[src/rdnf_pkg.sv]
// rdnf_pkg: constants and carrier types for the read data noise filter and pulser
// assumes a single 50 MHz clock; all times converted to whole cycles here
package rdnf_pkg;
  // ==========================================================================
  // clock
  localparam int CLK_PERIOD_NS = 20;
  // ==========================================================================
  // times in ns, as printed or chosen
  localparam int PULSE_NOM_NS    = 700;  // output pulse nominal width
  localparam int PULSE_TOL_NS    = 400;  // allowed deviation either way
  localparam int FILT_DELAY_NS   = 200;  // noise rejection delay interval
  localparam int EDGE_PULSE_NS   = 20;   // edge detector pulse width
  // ==========================================================================
  // cycle counts; nominal width rounds down (longest-type figure)
  localparam int PULSE_CYC  = PULSE_NOM_NS / CLK_PERIOD_NS;
  localparam int PULSE_MIN_CYC = (PULSE_NOM_NS - PULSE_TOL_NS + CLK_PERIOD_NS - 1)
                                 / CLK_PERIOD_NS;
  localparam int PULSE_MAX_CYC = (PULSE_NOM_NS + PULSE_TOL_NS) / CLK_PERIOD_NS;
  localparam int DELAY_CYC  = (FILT_DELAY_NS + CLK_PERIOD_NS - 1) / CLK_PERIOD_NS;
  localparam int EDGE_CYC   = (EDGE_PULSE_NS + CLK_PERIOD_NS - 1) / CLK_PERIOD_NS;
  localparam int CNT_W      = 8;
  // ==========================================================================
  // reset values and buffer depth
  localparam logic RST_LEVEL = 1'b0;
  localparam int   BUF_DEPTH = 2;
  // ==========================================================================
  // carrier: one filtered transition passed through the buffer
  typedef struct packed {
    logic level;   // filtered level after the transition
  } rdnf_edge_type;
  typedef enum logic [0:0] {ST_IDLE, ST_DELAY} rdnf_dly_state_type;

  function automatic logic [CNT_W-1:0] rdnf_cyc(input int n);
    rdnf_cyc = CNT_W'(n);
  endfunction : rdnf_cyc
endpackage : rdnf_pkg
[src/rdnf_buf.sv]
// rdnf_buf: two-entry buffer of transition records with valid/ready both sides
// assumes active-low reset from the parent, released in step with clk
`timescale 1ns/100ps
`default_nettype none
module rdnf_buf
  import rdnf_pkg::*;
(
  // clock and reset
  input  wire logic          clk,
  input  wire logic          rstSyncN,
  // fill side
  input  wire logic          inValid,
  output logic               inReady,
  input  wire rdnf_edge_type inData,
  // drain side
  output logic               outValid,
  input  wire logic          outReady,
  output rdnf_edge_type      outData
);
  rdnf_edge_type mem_q [BUF_DEPTH];
  rdnf_edge_type mem_d [BUF_DEPTH];
  logic          wrPtr_q, wrPtr_d, rdPtr_q, rdPtr_d;
  logic [1:0]    cnt_q, cnt_d;
  logic          push, pop;

  assign inReady  = (cnt_q != 2'h2);
  assign outValid = (cnt_q != 2'h0);
  assign outData  = mem_q[rdPtr_q];
  assign push     = inValid && inReady;
  assign pop      = outValid && outReady;

  always_comb begin
    mem_d     = mem_q;
    wrPtr_d   = wrPtr_q;
    rdPtr_d   = rdPtr_q;
    cnt_d     = cnt_q;
    if (push) begin
      mem_d[wrPtr_q] = inData;
      wrPtr_d        = ~wrPtr_q;
    end
    if (pop) begin
      rdPtr_d   = ~rdPtr_q;
    end
    cnt_d = 2'(cnt_q + {1'b0, push} - {1'b0, pop});
  end

  always_ff @(posedge clk or negedge rstSyncN) begin
    if (!rstSyncN) begin
      mem_q[0]  <= '0;
      mem_q[1]  <= '0;
      wrPtr_q   <= 1'b0;
      rdPtr_q   <= 1'b0;
      cnt_q     <= 2'h0;
    end else begin
      mem_q     <= mem_d;
      wrPtr_q   <= wrPtr_d;
      rdPtr_q   <= rdPtr_d;
      cnt_q     <= cnt_d;
    end
  end
endmodule : rdnf_buf
`default_nettype wire

[src/rdnf_filter.sv]
// rdnf_filter: clocked digital noise filter and retriggerable read pulse
// assumes write-enable input synchronous to clk; comparator input passes a two-flop synchronizer here
`timescale 1ns/100ps
`default_nettype none
module rdnf_filter
  import rdnf_pkg::*;
(
  // clock and reset
  input  wire logic clk,
  input  wire logic resetn,
  // drive side
  input  wire logic compIn,
  input  wire logic writeEnable,
  input  wire logic readGateEn,
  // host side
  output logic      writeBusy,
  output logic      readDataPulseOut,
  // observation
  output logic      delayOneShotN
);
  // ==========================================================================
  // reset release
  logic rstMeta_q, rstSyncN;
  always_ff @(posedge clk or negedge resetn) begin
    if (!resetn) begin
      rstMeta_q <= 1'b0;
      rstSyncN  <= 1'b0;
    end else begin
      rstMeta_q <= 1'b1;
      rstSyncN  <= rstMeta_q;
    end
  end

  // ==========================================================================
  // input synchronizer and write busy
  logic compMeta_q, compSync_q, compDly_q, writeBusy_q;
  logic compSync_d, compDly_d, writeBusy_d;
  always_comb begin
    compSync_d  = compMeta_q;
    compDly_d   = compSync_q;
    writeBusy_d = writeEnable;
  end
  always_ff @(posedge clk or negedge rstSyncN) begin
    if (!rstSyncN) begin
      compMeta_q  <= RST_LEVEL;
      compSync_q  <= RST_LEVEL;
      compDly_q   <= RST_LEVEL;
      writeBusy_q <= 1'b0;
    end else begin
      compMeta_q  <= compIn;
      compSync_q  <= compSync_d;
      compDly_q   <= compDly_d;
      writeBusy_q <= writeBusy_d;
    end
  end
  assign writeBusy = writeBusy_q;

  // input edge detector: xor of level and its delayed copy
  logic inEdge;
  assign inEdge = compSync_q ^ compDly_q;

  // ==========================================================================
  // delay one-shot and noise filter flip-flop
  rdnf_dly_state_type dState_q, dState_d;
  logic [CNT_W-1:0]   dCnt_q, dCnt_d;
  logic               filt_q, filt_d, dRise;
  always_comb begin
    dState_d = dState_q;
    dCnt_d   = dCnt_q;
    dRise    = 1'b0;
    case (dState_q)
      ST_IDLE: begin
        if (inEdge && !writeBusy_q) begin
          dState_d = ST_DELAY;
          dCnt_d   = rdnf_cyc(DELAY_CYC - 1);
        end
      end
      ST_DELAY: begin
        if (writeBusy_q) begin
          dState_d = ST_IDLE;
        end else if (dCnt_q == '0) begin
          dState_d = ST_IDLE;
          dRise    = 1'b1;
        end else begin
          dCnt_d = CNT_W'(dCnt_q - 1'b1);
        end
      end
      default: dState_d = ST_IDLE;
    endcase
    // sample present level; a glitch already gone leaves it unchanged
    filt_d = dRise ? compSync_q : filt_q;
  end
  always_ff @(posedge clk or negedge rstSyncN) begin
    if (!rstSyncN) begin
      dState_q <= ST_IDLE;
      dCnt_q   <= '0;
      filt_q   <= RST_LEVEL;
    end else begin
      dState_q <= dState_d;
      dCnt_q   <= dCnt_d;
      filt_q   <= filt_d;
    end
  end
  assign delayOneShotN = (dState_q != ST_DELAY);

  // ==========================================================================
  // output edge detector feeding the buffer
  logic filtDly_q;
  always_ff @(posedge clk or negedge rstSyncN) begin
    if (!rstSyncN) filtDly_q <= RST_LEVEL;
    else           filtDly_q <= filt_q;
  end
  logic          outEdge, bufInReady, bufOutValid, bufOutReady;
  rdnf_edge_type bufIn;
  assign outEdge     = filt_q ^ filtDly_q;
  assign bufIn.level = filt_q;

  // buffer drains one edge per cycle; its ready is tied high, so no edge ever waits for the pulser
  rdnf_buf u_buf (
    .clk      (clk),
    .rstSyncN (rstSyncN),
    .inValid  (outEdge),
    .inReady  (bufInReady),
    .inData   (bufIn),
    .outValid (bufOutValid),
    .outReady (bufOutReady),
    .outData  ()
  );

  // ==========================================================================
  // retriggerable output one-shot
  logic [CNT_W-1:0] pCnt_q, pCnt_d;
  logic             pulse_q, pulse_d, gateOut_q, gateOut_d;
  assign bufOutReady = 1'b1;
  always_comb begin
    pCnt_d  = pCnt_q;
    pulse_d = pulse_q;
    if (writeBusy_q) begin
      pCnt_d  = '0;
      pulse_d = 1'b0;
    end else if (bufOutValid) begin
      pCnt_d  = rdnf_cyc(PULSE_CYC - 1);
      pulse_d = 1'b1;
    end else if (pulse_q) begin
      if (pCnt_q == '0) pulse_d = 1'b0;
      else pCnt_d = CNT_W'(pCnt_q - 1'b1);
    end
    gateOut_d = pulse_d && readGateEn;
  end
  always_ff @(posedge clk or negedge rstSyncN) begin
    if (!rstSyncN) begin
      pCnt_q    <= '0;
      pulse_q   <= 1'b0;
      gateOut_q <= 1'b0;
    end else begin
      pCnt_q    <= pCnt_d;
      pulse_q   <= pulse_d;
      gateOut_q <= gateOut_d;
    end
  end
  assign readDataPulseOut = gateOut_q;

  // ==========================================================================
  // assertions
  localparam int PW = PULSE_CYC;

  // delay length witness: cycles spent in the delay state so far
  logic [CNT_W-1:0] dLow_q, dLow_d;
  always_comb begin
    dLow_d = (dState_q == ST_DELAY) ? CNT_W'(dLow_q + 1'b1) : '0;
  end
  always_ff @(posedge clk or negedge rstSyncN) begin
    if (!rstSyncN) dLow_q <= '0;
    else           dLow_q <= dLow_d;
  end
endmodule : rdnf_filter
`default_nettype wire

[config.mk]
export PLATFORM = sky130hd
export DESIGN_NAME = rdnf_filter
export DESIGN_NICKNAME = d
export VERILOG_FILES = /design/src/rdnf_pkg.sv /design/src/rdnf_buf.sv /design/src/rdnf_filter.sv
export SDC_FILE = /design/constraint.sdc
export NUM_CORES = 1
export LEC_CHECK = 0
export BUFFER_PORTS_ARGS = -buffer_cell sky130_fd_sc_hd__buf_2
export CORE_MARGIN = 2
export CORE_UTILIZATION = 60
export DETAILED_ROUTE_END_ITERATION = 16
export PLACE_DENSITY_LB_ADDON = 0.12
export SYNTH_ARGS = -nofsm -noshare
export SYNTH_HDL_FRONTEND = slang
export SYNTH_SLANG_ARGS = --single-unit
[constraint.sdc]
create_clock -name clk -period 1.7 [get_ports clk]
set_input_delay 0 -clock clk [delete_from_list [all_inputs] [get_ports clk]]
set_output_delay 0 -clock clk [all_outputs]
set_load 0.005 [all_outputs]
; ---- After elaboration in Yosys (flattened, before gate mapping)
; Cells that the tools add are included.
; Widths: inputs -> output; s select.
[op_classes]
add_sub_neg = 4
eq_ne = 5
n_mux = 19
bitwise_logic = 3
n_reduce_logical = 10
[ops]
columns = cell, count
row1 = $mux 8, 7
row2 = $logic_not 8->1, 2
row3 = $pmux 8 s2, 1
row4 = $sub 8x1->8 const B, 2
row5 = $mux 1, 10
row6 = $ne 2x2->1 const B, 3
row7 = $logic_and 1x1->1, 3
row8 = $ne 3x2->1 const B, 1
row9 = $reduce_and 3->1, 1
row10 = $reduce_bool 3->1, 1
row11 = $add 2x1->2, 1
row12 = $ne 2x1->1 const B, 1
row13 = $pmux 1 s2, 1
row14 = $reduce_and 2->1, 1
row15 = $reduce_bool 2->1, 1
row16 = $sub 2x1->2, 1
row17 = $xor 1x1->1, 2
row18 = $logic_not 1->1, 1
row19 = $not 1->1, 1
[word_totals]
reg_bits = 29
input_bits = 5
output_inout_bits = 3

; ---- Depth between registers and ports, before layout
; Gate-level depths: netlist (run 1).
[depth]
ltp_word = 6
ltp_mapped = 7

; ---- By module
; From an unflattened synthesis (run 1), not the netlist that was laid out.
[hier_totals]
cells_unflattened = 145
area_unflattened_um2 = 1562.7
[modules_own_cells]
columns = module, instances, cells_per_inst, area_per_inst_um2
row1 = rdnf_filter, 1, 123, 1272.5
row2 = rdnf_buf, 1, 22, 290.3

; ---- Least setup slack after synthesis (run 1)
; OpenSTA, ideal clock, no wires.
[synth_path]
path_kind = register -> register
from = register pCnt_q[0]
to = register gateOut_q, in the netlist readDataPulseOut
arrival_time_ps = 1742
required_ps = 1580
path_slack_ps = -162
path_stages_with_launch = 8
n_path_buf = 1
path_cell_list = dfrtp_1 -> inv_1 -> ha_1 -> or4b_1 -> buf_2 -> o41ai_4 -> a21oi_1 -> and2_2
[synth_via]
elab_chain_len = 6
[synth_lines]
columns = element, line_no
row1 = from (decl), rdnf_filter.sv:132  ; logic [CNT_W-1:0] pCnt_q, pCnt_d;
row2 = from (signal assigned), rdnf_filter.sv:156  ; pCnt_q <= pCnt_d;
row3 = $logic_not 8->1, rdnf_filter.sv:145  ; if (pCnt_q == '0) pulse_d = 1'b0;
row4 = $mux 1, rdnf_filter.sv:145
row5 = $mux 1, rdnf_filter.sv:144  ; end else if (pulse_q) begin
row6 = $mux 1, rdnf_filter.sv:141  ; end else if (bufOutValid) begin
row7 = $mux 1, rdnf_filter.sv:138  ; if (writeBusy_q) begin
row8 = via pulse_d, rdnf_filter.sv:133  ; logic pulse_q, pulse_d, gateOut_q, gateOut_d;
row9 = $logic_and 1x1->1, rdnf_filter.sv:148  ; gateOut_d = pulse_d && readGateEn;
row10 = via gateOut_d, rdnf_filter.sv:133
row11 = to (signal assigned), rdnf_filter.sv:158  ; gateOut_q <= gateOut_d;
row12 = to (decl), rdnf_filter.sv:133
; The timed path passes the listed nets, and every way through them passes these cells.
; A chain may end at the register's enable or synchronous reset.

; ---- Worst setup path in the final report (run 1)
; Same ends and word-level chain as after synthesis.

==> run summary, run 1 <==
Setup WS post-layout -> -120 ps
Sw Share -> 35.3%
largest family of logic cells by synthesized area -> simple AND/OR/NAND/NOR gates
unrepaired setup endpoints after global routing -> true
crit-path max FO -> 3
I/O pins -> 8
f_max -> 549 MHz
hpwl dp -> 1910 um
synthesized flop and latch total -> 29
CP Data Required Time -> 1940 ps
Die ar. -> 0.00265 mm^2
most common cell after layout, fill and taps aside -> dfrtp_1
FILL cells -> 122
ANT cells -> 0
number of max-cap violations -> 0
startpoint class of the critical path -> flip-flop
clk slew on worst S/H paths -> 100 ps
Compound-Gate Fraction of Synth Area -> 12.8%
synthesized net count -> 135
Pwr Density -> 1480 mW/mm^2
die height -> 51.5 um
outcome -> finished, violations left
H-tree depth -> 2
most frequent cells in the layout -> dfrtp_1, buf_4, nor2_1, buf_2, a21oi_1
Die Wd -> 51.5 um
worst skew pair latency -> 340 ps
CTS tree -> built
Tcrit/Tclk final -> 107%
DR iter-0 viols -> 9
failing checks -> setup timing
CP Launch Point -> pCnt_q[0]$_DFFE_PN0P_
Post-Synth Adder-Cell Area -> 3.70%
relative slew slack -> 65.4%
CTS sink cnt -> 29
Syn Inst Count -> 126
Ys Warns -> 0
vias per cell -> 5.71
root buffer cell -> clkbuf_4
mean area per synthesized cell -> 10.7 um^2
Rows -> 17
worst-margin pin slew -> 515 ps
initial core utilization -> 62.4%
Post-Route WL -> 3000 um
DR WL/cell -> 15.4 um
Longest Clk Path Bufs -> 2
Worst R2R Start -> pCnt_q[0]$_DFFE_PN0P_
setup violators final -> 12
fin nets -> 175
time the worst path needs with I/O delays and setup -> 1820 ps
I/O Buffers -> 7
endpoints failing hold -> 0
worst setup path category -> flip-flop to flip-flop
combinational fraction of design power -> 43.2%
Final Max Tran Viols -> 0
DRC -> 0
xor-xnor portion of the synthesized cell area -> 5.18%
cell area after synthesis -> 0.00135 mm^2
cts bufs inserted -> 5
Reg power frac -> 35.3%
GR Overflow Total -> 0
Psw -> 954 uW
Initial DRT Pass Iterations -> 4
Worst Path Arrival -> 2060 ps
post-synth cell types -> 39
layout cells sized above 1 -> 37.1%
vias in the first global route -> 1,129
post-route ant nets -> 0
initial antenna violation count -> 0
first-pass GRT wire length -> 4620 um
Clock power frac -> 21.5%
Vias -> 1,113
gp weighted congestion -> 0.862
clk_skew -> 8.83 ps
sequential-to-total area share from yosys stat -> 53.6%
Crit. End Element -> flip-flop
Worst IR Drop VDD -> 1.10 mV
total track usage -> 24.9%
worst hold path type -> flip-flop to async pin
placed cells -> 177
hold_ws -> 265 ps
Lkg Pwr -> 0.000797 uW
Layout Cells excl Fill -> 195
Internal Power -> 1750 uW
largest net degree at the start of global routing -> 28
Core Box Area -> 0.00217 mm^2
simple-gate area share of the yosys netlist -> 19.1%
area delta synth->final -> 34.9%
multiplexer share of the synthesized area -> 2.40%
==> cells by family (layout without fill, tap and decap cells) <==
group	after synthesis	after routing
xor gates and xnor gates	8	8
AOI/OAI and AO/OA	24	24
buffers and inverters	10	51
other	1	1
and+or+nand+nor	47	47
muxes	3	3
adders and majority gates	4	4
DFF	29	29
==> cell type report <==
cell class                 instances  area, um^2  share of cell area [%]
clock buffer                       5        37.5                    2.05
timing repair buffer              36         273                    14.9
sequential                        29         726                    39.7
clock inverter                     3        46.3                    2.53
tap                               28        35.0                    1.92
multi-input combinational         87         683                    37.4
inverter                           7        26.3                    1.44
==> synth_stat cells, drive strengths merged <==
master	number	area, um^2
a211o	1	8.76
nand4	2	12.5
dfrtp	29	726
o21a	1	7.51
or4bb	1	11.3
a31oi	1	6.26
clkinv	1	3.75
nand2	5	18.8
buf	2	8.75
and2	2	13.8
o31ai	3	22.5
ha	4	50.1
nand3b	1	7.51
mux2	2	22.5
nand4b	1	8.76
o41ai	2	36.3
a21oi	8	40.0
inv	6	22.5
o22ai	1	6.26
or4b	2	20.0
conb	1	3.75
or4	1	7.51
nor3	4	20.0
xor2	5	43.8
a21o	1	7.51
o21ai	4	20.0
clkbuf	1	3.75
nor4b	3	26.3
a2111o	1	11.3
mux2i	1	10.0
or3	5	31.3
nand3	3	15.0
and3	1	6.26
nor2	16	60.1
o211ai	1	7.51
xnor2	3	26.3
==> routing by layer <==
layer | wire [um] | global-route usage, % | share of wire [%]
met2 | 1610 | 44.2 | 54
met1 | 1230 | 26.5 | 41
met5 | 0 | 0 | 0
met4 | 50 | 11.0 | 1.7
met3 | 104 | 8.91 | 3.5
==> state kept, by name (all words and copies together), names as in the netlist <==
signal and cells:
readDataPulseOut 1, filtDly_q 1, rstMeta_q 1, writeBusy 1, dCnt_q 8, u_buf.cnt_q 2
compMeta_q 1, bufIn 1, pCnt_q 8, dState_q 1, pulse_q 1, compDly_d 1
rstSyncN 1, compDly_q 1
==> power groups by stage <==
stage                     Combinational (uW)  Sequential, uW  Clock, uW
after floorplan                          545             966          0
after global placement                   863             953          0
after detailed placement                 912             957          0
after CTS                               1020             949        582
after global routing                    1260             969        615
final                                   1170             955        581
==> what timing repair did <==
| item | in CTS | in global routing |
|---|---|---|
| hold buffers | 5 | 0 |
| endpoints found under the hold margin | 5 | 0 |
| pin swaps | 4 | 11 |
| endpoints found under the setup margin | 12 | 16 |
| setup buffers | 2 | 3 |
| gates resized for setup | 10 | 11 |
==> per-stage QoR <==
stage | worst slack [ps] | utilization, % | power [uW] | cell area (um^2) | TNS, ps
after floorplan | -136 | - | 1510 | 1370 | -226
after global placement | -63.3 | 72.4 | 1820 | 1570 | -166
after detailed placement | -140 | 72.4 | 1870 | 1570 | -678
after CTS | -124 | 80.9 | 2550 | 1750 | -383
after global routing | -205 | 84.2 | 2840 | 1830 | -1890
final | -120 | 84.2 | 2700 | 1830 | -831
==> critical path: stages (launching register included) <==
cell,delay (ps)
dfrtp_1,400
inv_2,70
ha_1,130
or4b_4,480
o41ai_4,280
a21oi_1,150
and2_2,210
==> worst paths after layout <==
path,cells past startpoint,slack (ps),endpoint
setup / recovery,6,-120,readDataPulseOut$_DFF_PN0_
hold / removal,1,270,dCnt_q[6]$_DFFE_PN0P_
setup reg to reg,6,-120,readDataPulseOut$_DFF_PN0_
hold reg to reg,1,270,dCnt_q[6]$_DFFE_PN0P_
max in group asynchronous,3,1040,rstSyncN$_DFF_PN0_
min in group clk,2,310,writeBusy$_DFF_PN0_
(Power assumes the default switching activity.)
==> inputs of run 2 (changes only) <==
==> constraint.sdc (replaced) <==
create_clock -name clk -period 2.35 [get_ports clk]
set_input_delay 0 -clock clk [delete_from_list [all_inputs] [get_ports clk]]
set_output_delay 0 -clock clk [all_outputs]
set_load 0.005 [all_outputs]
==> run 2 against run 1 <==
  * The flow now finishes without violations
  * Count of clock-buffer cells in the layout up 2
  * Cell count down 12%
  * Core utilization down 13 points
  * Register-to-register slack better by 390 ps
  * Critical endpoint unchanged
==> run summary, run 2 (synthesized netlist as in run 1, its figures left out) <==
area delta synth->final -> 14.8%
Rows -> 17 (unchanged)
DR iter-0 viols -> 13 (+4)
worst setup path category -> flip-flop to flip-flop
clk_skew -> 7.20 ps (-1.63 ps)
die height -> 51.5 um (unchanged)
setup violators final -> 0 (-12)
Vias -> 977 (-12%)
total track usage -> 22.5% (-2.5 points)
setup TNS -> 0 ps (+831 ps)
H-tree depth -> 2 (unchanged)
ANT cells -> 0 (unchanged)
fin nets -> 152 (-13%)
root buffer cell -> clkbuf_4
Psw -> 537 uW (-44%)
post-route ant nets -> 0 (unchanged)
post-place setup slack -> 276 ps (+416 ps)
Tcrit/Tclk final -> 88.7% (-18 points)
CTS sink cnt -> 29 (unchanged)
endpoints failing hold -> 0 (unchanged)
largest registers in the final layout -> dCnt_q x8, pCnt_q x8, u_buf.cnt_q x2
first-pass GRT wire length -> 4290 um (-7.2%)
initial antenna violation count -> 0 (unchanged)
gp weighted congestion -> 0.929 (+7.8%)
initial core utilization -> 62.4% (unchanged)
most frequent cells in the layout -> dfrtp_1, nor2_1, a21oi_1, buf_2, inv_1
crit-path max FO -> 6 (+3)
Reg power frac -> 44.8% (+9.5 points)
Core Box Area -> 0.00217 mm^2 (unchanged)
layout cells sized above 1 -> 13.2% (-24 points)
Initial DRT Pass Iterations -> 4 (unchanged)
Setup WS post-layout -> 266 ps (+386 ps)
FILL cells -> 169 (+39%)
Worst R2R Start -> pCnt_q[0]$_DFFE_PN0P_
Worst Path Arrival -> 2300 ps (+240 ps)
worst-margin pin slew -> 489 ps (-26.3 ps)
Total Power -> 1590 uW (-41%)
combinational fraction of design power -> 28.8% (-14 points)
Die ar. -> 0.00265 mm^2 (unchanged)
Internal Power -> 1060 uW (-40%)
most common cell after layout, fill and taps aside -> dfrtp_1
time the worst path needs with I/O delays and setup -> 2080 ps (+264 ps)
Crit. End Element -> flip-flop
startpoint class of the critical path -> flip-flop
DRC -> 0 (unchanged)
Pwr Density -> 1020 mW/mm^2 (-31%)
number of max-cap violations -> 0 (unchanged)
clk slew on worst S/H paths -> 90 ps (about the same)
Worst IR Drop VDD -> 0.741 mV (-33%)
vias per cell -> 5.68 (-0.48%)
CTS tree -> built
Longest Clk Path Bufs -> 2 (unchanged)
outcome -> complete, no violations
Post-Route WL -> 2440 um (-19%)
CP Launch Point -> pCnt_q[0]$_DFFE_PN0P_
relative slew slack -> 67.0% (+1.6 points)
Die Wd -> 51.5 um (unchanged)
vias in the first global route -> 1,028 (-8.9%)
GR Overflow Total -> 0 (unchanged)
hold_ws -> 228 ps (-37.4 ps)
f_max -> 480 MHz (-13%)
hpwl dp -> 1700 um (-11%)
unrepaired setup endpoints after global routing -> false
I/O pins -> 8 (unchanged)
Sw Share -> 33.7% (-1.6 points)
worst hold path type -> flip-flop to async pin
worst skew pair latency -> 320 ps (-20 ps)
CP Data Required Time -> 2560 ps (+620 ps)
final core occ -> 71.6% (-13 points)
DR WL/cell -> 14.2 um (-7.8%)
I/O Buffers -> 7 (unchanged)
Final Max Tran Viols -> 0 (unchanged)
Lkg Pwr -> 0.000680 uW (-15%)
largest net degree at the start of global routing -> 28 (unchanged)
Clock power frac -> 26.4% (+4.9 points)
cts bufs inserted -> 5 (unchanged)
-- run 2: cell count changes in the layout (fill, tap and decap cells not counted), moves of 3 or more --
cell and change:
inv_1 +3, nor2_1 +3, buf_4 -21, inv_2 -3
-- run 2: area by class of cell --
type	count	area, um^2	share of cell area (%)
clock buffer	7	55.1	3.54
sequential	29	726	46.7
clock inverter	1	30.0	1.93
tap	28	35.0	2.25
timing repair buffer	13	92.6	5.96
multi-input combinational	87	589	37.9
inverter	7	26.3	1.69
-- run 2: repair_timing --
item | in CTS | in global routing
resized for setup | 0 | 0
hold buffers | 5 | 0
endpoints found under the hold margin | 5 | 0
buffers inserted | 0 | 0
-- run 2: critical path, stage by stage (launching register included) --
cell	delay [ps]
dfrtp_1	390
inv_1	110
ha_1	170
or4b_1	570
o41ai_4	370
a21oi_1	150
and2_2	220
-- run 2: power groups by stage --
| stage | combinational, uW | clock, uW | sequential (uW) |
|---|---|---|---|
| floorplan | 374 | 0 | 697 |
| global placement | 431 | 0 | 714 |
| detailed placement | 453 | 0 | 719 |
| CTS | 462 | 431 | 713 |
| global route | 527 | 450 | 729 |
| finish | 459 | 420 | 713 |
-- run 2: metal layers --
| metal | share of wire [%] | wire, um | track usage, % |
|---|---|---|---|
| met1 | 42 | 1030 | 26.0 |
| met2 | 52 | 1270 | 37.8 |
| met3 | 4.4 | 106 | 9.20 |
| met4 | 1.4 | 34 | 7.46 |
| met5 | 0 | 0 | 0 |
-- run 2: path summary, 6_finish.rpt --
check	endpoint	slack, ps	cells past startpoint
min	u_buf.cnt_q[0]$_DFF_PN0_	230	1
max in group asynchronous	rstSyncN$_DFF_PN0_	1690	3
min in group clk	writeBusy$_DFF_PN0_	330	2
max reg2reg	readDataPulseOut$_DFF_PN0_	270	6
min reg2reg	u_buf.cnt_q[0]$_DFF_PN0_	230	1
max	readDataPulseOut$_DFF_PN0_	270	6
-- run 2: per-stage QoR --
step	cells	area, um^2
after floorplan	126	1350
after global placement	159	1420
after detailed placement	159	1420
after CTS	172	1550
after global routing	172	1550
final	172	1550
==> inputs of run 3 (changes only) <==
--- a/config.mk
+++ b/config.mk
@@ -7,9 +7,10 @@
 export LEC_CHECK = 0
 export BUFFER_PORTS_ARGS = -buffer_cell sky130_fd_sc_hd__buf_2
 export CORE_MARGIN = 2
-export CORE_UTILIZATION = 60
+export CORE_UTILIZATION = 30
 export DETAILED_ROUTE_END_ITERATION = 16
 export PLACE_DENSITY_LB_ADDON = 0.12
+export SLEW_MARGIN = 20
 export SYNTH_ARGS = -nofsm -noshare
 export SYNTH_HDL_FRONTEND = slang
 export SYNTH_SLANG_ARGS = --single-unit
==> run 3 against run 2 <==
  * Clock skew increased by 1.4 ps
  * Worst setup slack better by 56 ps
  * Count of clock-buffer cells in the layout unchanged
  * Largest power group unchanged
  * Sequential cell count unchanged
  * Highest routed layer unchanged
  * Die area rose by 91%
  * First-iteration DRC count rose by 38%
  * Sequential power hardly changed
  * Hold slack lost 190 ps
==> run summary, run 3 (synthesized netlist as in run 1, its figures left out) <==
unrepaired setup endpoints after global routing -> false
DRC -> 0 (unchanged)
number of max-cap violations -> 0 (unchanged)
I/O Buffers -> 7 (unchanged)
DR WL/cell -> 12.9 um (-9.2%)
Worst R2R End -> readDataPulseOut$_DFF_PN0_
largest net degree at the start of global routing -> 23 (-18%)
Final Max Tran Viols -> 0 (unchanged)
clk_skew -> 8.57 ps (+1.36 ps)
CTS sink cnt -> 29 (unchanged)
Lkg Pwr -> 0.000685 uW (+0.67%)
post-place setup slack -> 316 ps (+40.3 ps)
Post-Route WL -> 2510 um (+2.9%)
Tcrit/Tclk final -> 86.3% (-2.4 points)
worst-margin pin slew -> 528 ps (+39.0 ps)
H-tree depth -> 2 (unchanged)
ANT cells -> 0 (unchanged)
Setup WS post-layout -> 322 ps (+55.7 ps)
Rows -> 24 (+7)
Initial DRT Pass Iterations -> 4 (unchanged)
Longest Clk Path Bufs -> 2 (unchanged)
CP bufs+invs -> 1 (unchanged)
vias in the first global route -> 961 (-6.5%)
vias per cell -> 5.09 (-10%)
cts bufs inserted -> 5 (unchanged)
Vias -> 993 (+1.6%)
largest registers in the final layout -> dCnt_q x8, pCnt_q x8, u_buf.cnt_q x2
hold_ws -> 33.6 ps (-194 ps)
endpoints failing hold -> 0 (unchanged)
outcome -> complete, no violations
cts repair resizes -> 0 (unchanged)
hpwl dp -> 1790 um (+5.0%)
time the worst path needs with I/O delays and setup -> 2030 ps (-55.7 ps)
Total Power -> 1620 uW (+1.5%)
initial core utilization -> 31.1% (-31 points)
R2R Setup Slk -> 320 ps (+60 ps)
die height -> 71.2 um (+38%)
area delta synth->final -> 17.5%
worst setup path category -> flip-flop to flip-flop
post-route ant nets -> 0 (unchanged)
slowest CP cell -> or4b_1
clk slew on worst S/H paths -> 60 ps (-30 ps)
GR Overflow Total -> 0 (unchanged)
DR iter-0 viols -> 18 (+5)
Design Area, Final -> 0.00159 mm^2 (+2.3%)
f_max -> 493 MHz (+2.7%)
CP Data Required Time -> 2510 ps (-50 ps)
initial antenna violation count -> 0 (unchanged)
root buffer cell -> clkbuf_8
Die ar. -> 0.00507 mm^2 (+91%)
CTS tree -> built
I/O pins -> 8 (unchanged)
setup violators final -> 0 (unchanged)
fin nets -> 151 (-0.66%)
Die Wd -> 71.2 um (+38%)
CP Cell Sequence -> inv_1 -> ha_1 -> or4b_1 -> o41ai_4 -> a21oi_1 -> and2_2
Worst IR Drop VDD -> 0.526 mV (-29%)
startpoint class of the critical path -> flip-flop
Post-DP Area -> 0.00145 mm^2 (+2.1%)
most common cell after layout, fill and taps aside -> dfrtp_1
total track usage -> 11.2% (-11 points)
Top Family by Delay on Critical Path -> simple AND/OR/NAND/NOR gates
crit-path max FO -> 6 (unchanged)
Core Box Area -> 0.00435 mm^2 (+100%)
Pwr Density -> 1020 mW/mm^2 (-0.79%)
relative slew slack -> 64.3% (-2.6 points)
Crit. End Element -> flip-flop
worst hold path type -> input pin to async pin
crit-path max cell delay -> 570 ps (about the same)
worst skew pair latency -> 280 ps (-40 ps)
layout cells sized above 1 -> 14.0% (+0.79 points)
setup TNS -> 0 ps (unchanged)
first-pass GRT wire length -> 4330 um (+0.98%)
gp weighted congestion -> 0.831 (-11%)
reg2reg path depth -> 6 (unchanged)
Worst Path Arrival -> 2190 ps (-110 ps)
Worst R2R Start -> pCnt_q[0]$_DFFE_PN0P_
most frequent cells in the layout -> dfrtp_1, nor2_1, a21oi_1, clkbuf_8, buf_2
[run 3: area by class of cell]
cell class              instances  area, um^2
repair buffers                 12        82.6
multi-input cells              87         589
flip-flops and latches         29         726
clock buffers                   7        96.3
inverters                       7        26.3
fillers                       425        2760
well taps                      52        65.1
clock inverters                 1        5.00
[run 3: metrics by stage]
stage / std cells / utilization [%]
4_1_cts: 195 / 36.5
3_3_place_gp: 183 / 33.3
2_1_floorplan: 126 / -
5_1_grt: 195 / 36.5
3_5_place_dp: 183 / 33.3
6_report: 195 / 36.5
[run 3: worst reg2reg max path: stages, from the launching register on]
cell	delay (ps)
dfrtp_1	370
inv_1	110
ha_1	150
or4b_1	570
o41ai_4	370
a21oi_1	140
and2_2	210
[run 3: metal layers]
metal / vias up / GRT usage [%] / share of wire, %
li1: 481 / - / -
met1: 479 / 13.5 / 48
met2: 24 / 17.1 / 45
met3: 9 / 4.42 / 4.5
met4: 0 / 6.08 / 2.8
met5: - / 0 / 0
[run 3: worst max-delay path by stage]
stage,startpoint,end,slack [ps],cells after the start
after detailed placement,pCnt_q[0]$_DFFE_PN0P_,readDataPulseOut$_DFF_PN0_,320,6
after global placement,pCnt_q[0]$_DFFE_PN0P_,readDataPulseOut$_DFF_PN0_,300,6
after global routing,pCnt_q[0]$_DFFE_PN0P_,readDataPulseOut$_DFF_PN0_,210,6
after CTS,pCnt_q[0]$_DFFE_PN0P_,readDataPulseOut$_DFF_PN0_,310,6
final,pCnt_q[0]$_DFFE_PN0P_,readDataPulseOut$_DFF_PN0_,320,6
after floorplan,pCnt_q[0]$_DFFE_PN0P_,readDataPulseOut$_DFF_PN0_,490,7
[run 3: repair_timing]
item / 4_1_cts / 5_1_grt
setup buffers: 0 / 0
hold endpoints to repair: 5 / 0
hold buffers: 4 / 0
[run 3: power by group]
group	total [uW]	switching [uW]	leakage (uW)	internal, uW
sequential	716	114	0.000376	602
combinational	451	253	0.000255	197
clock	450	186	0.0000542	264
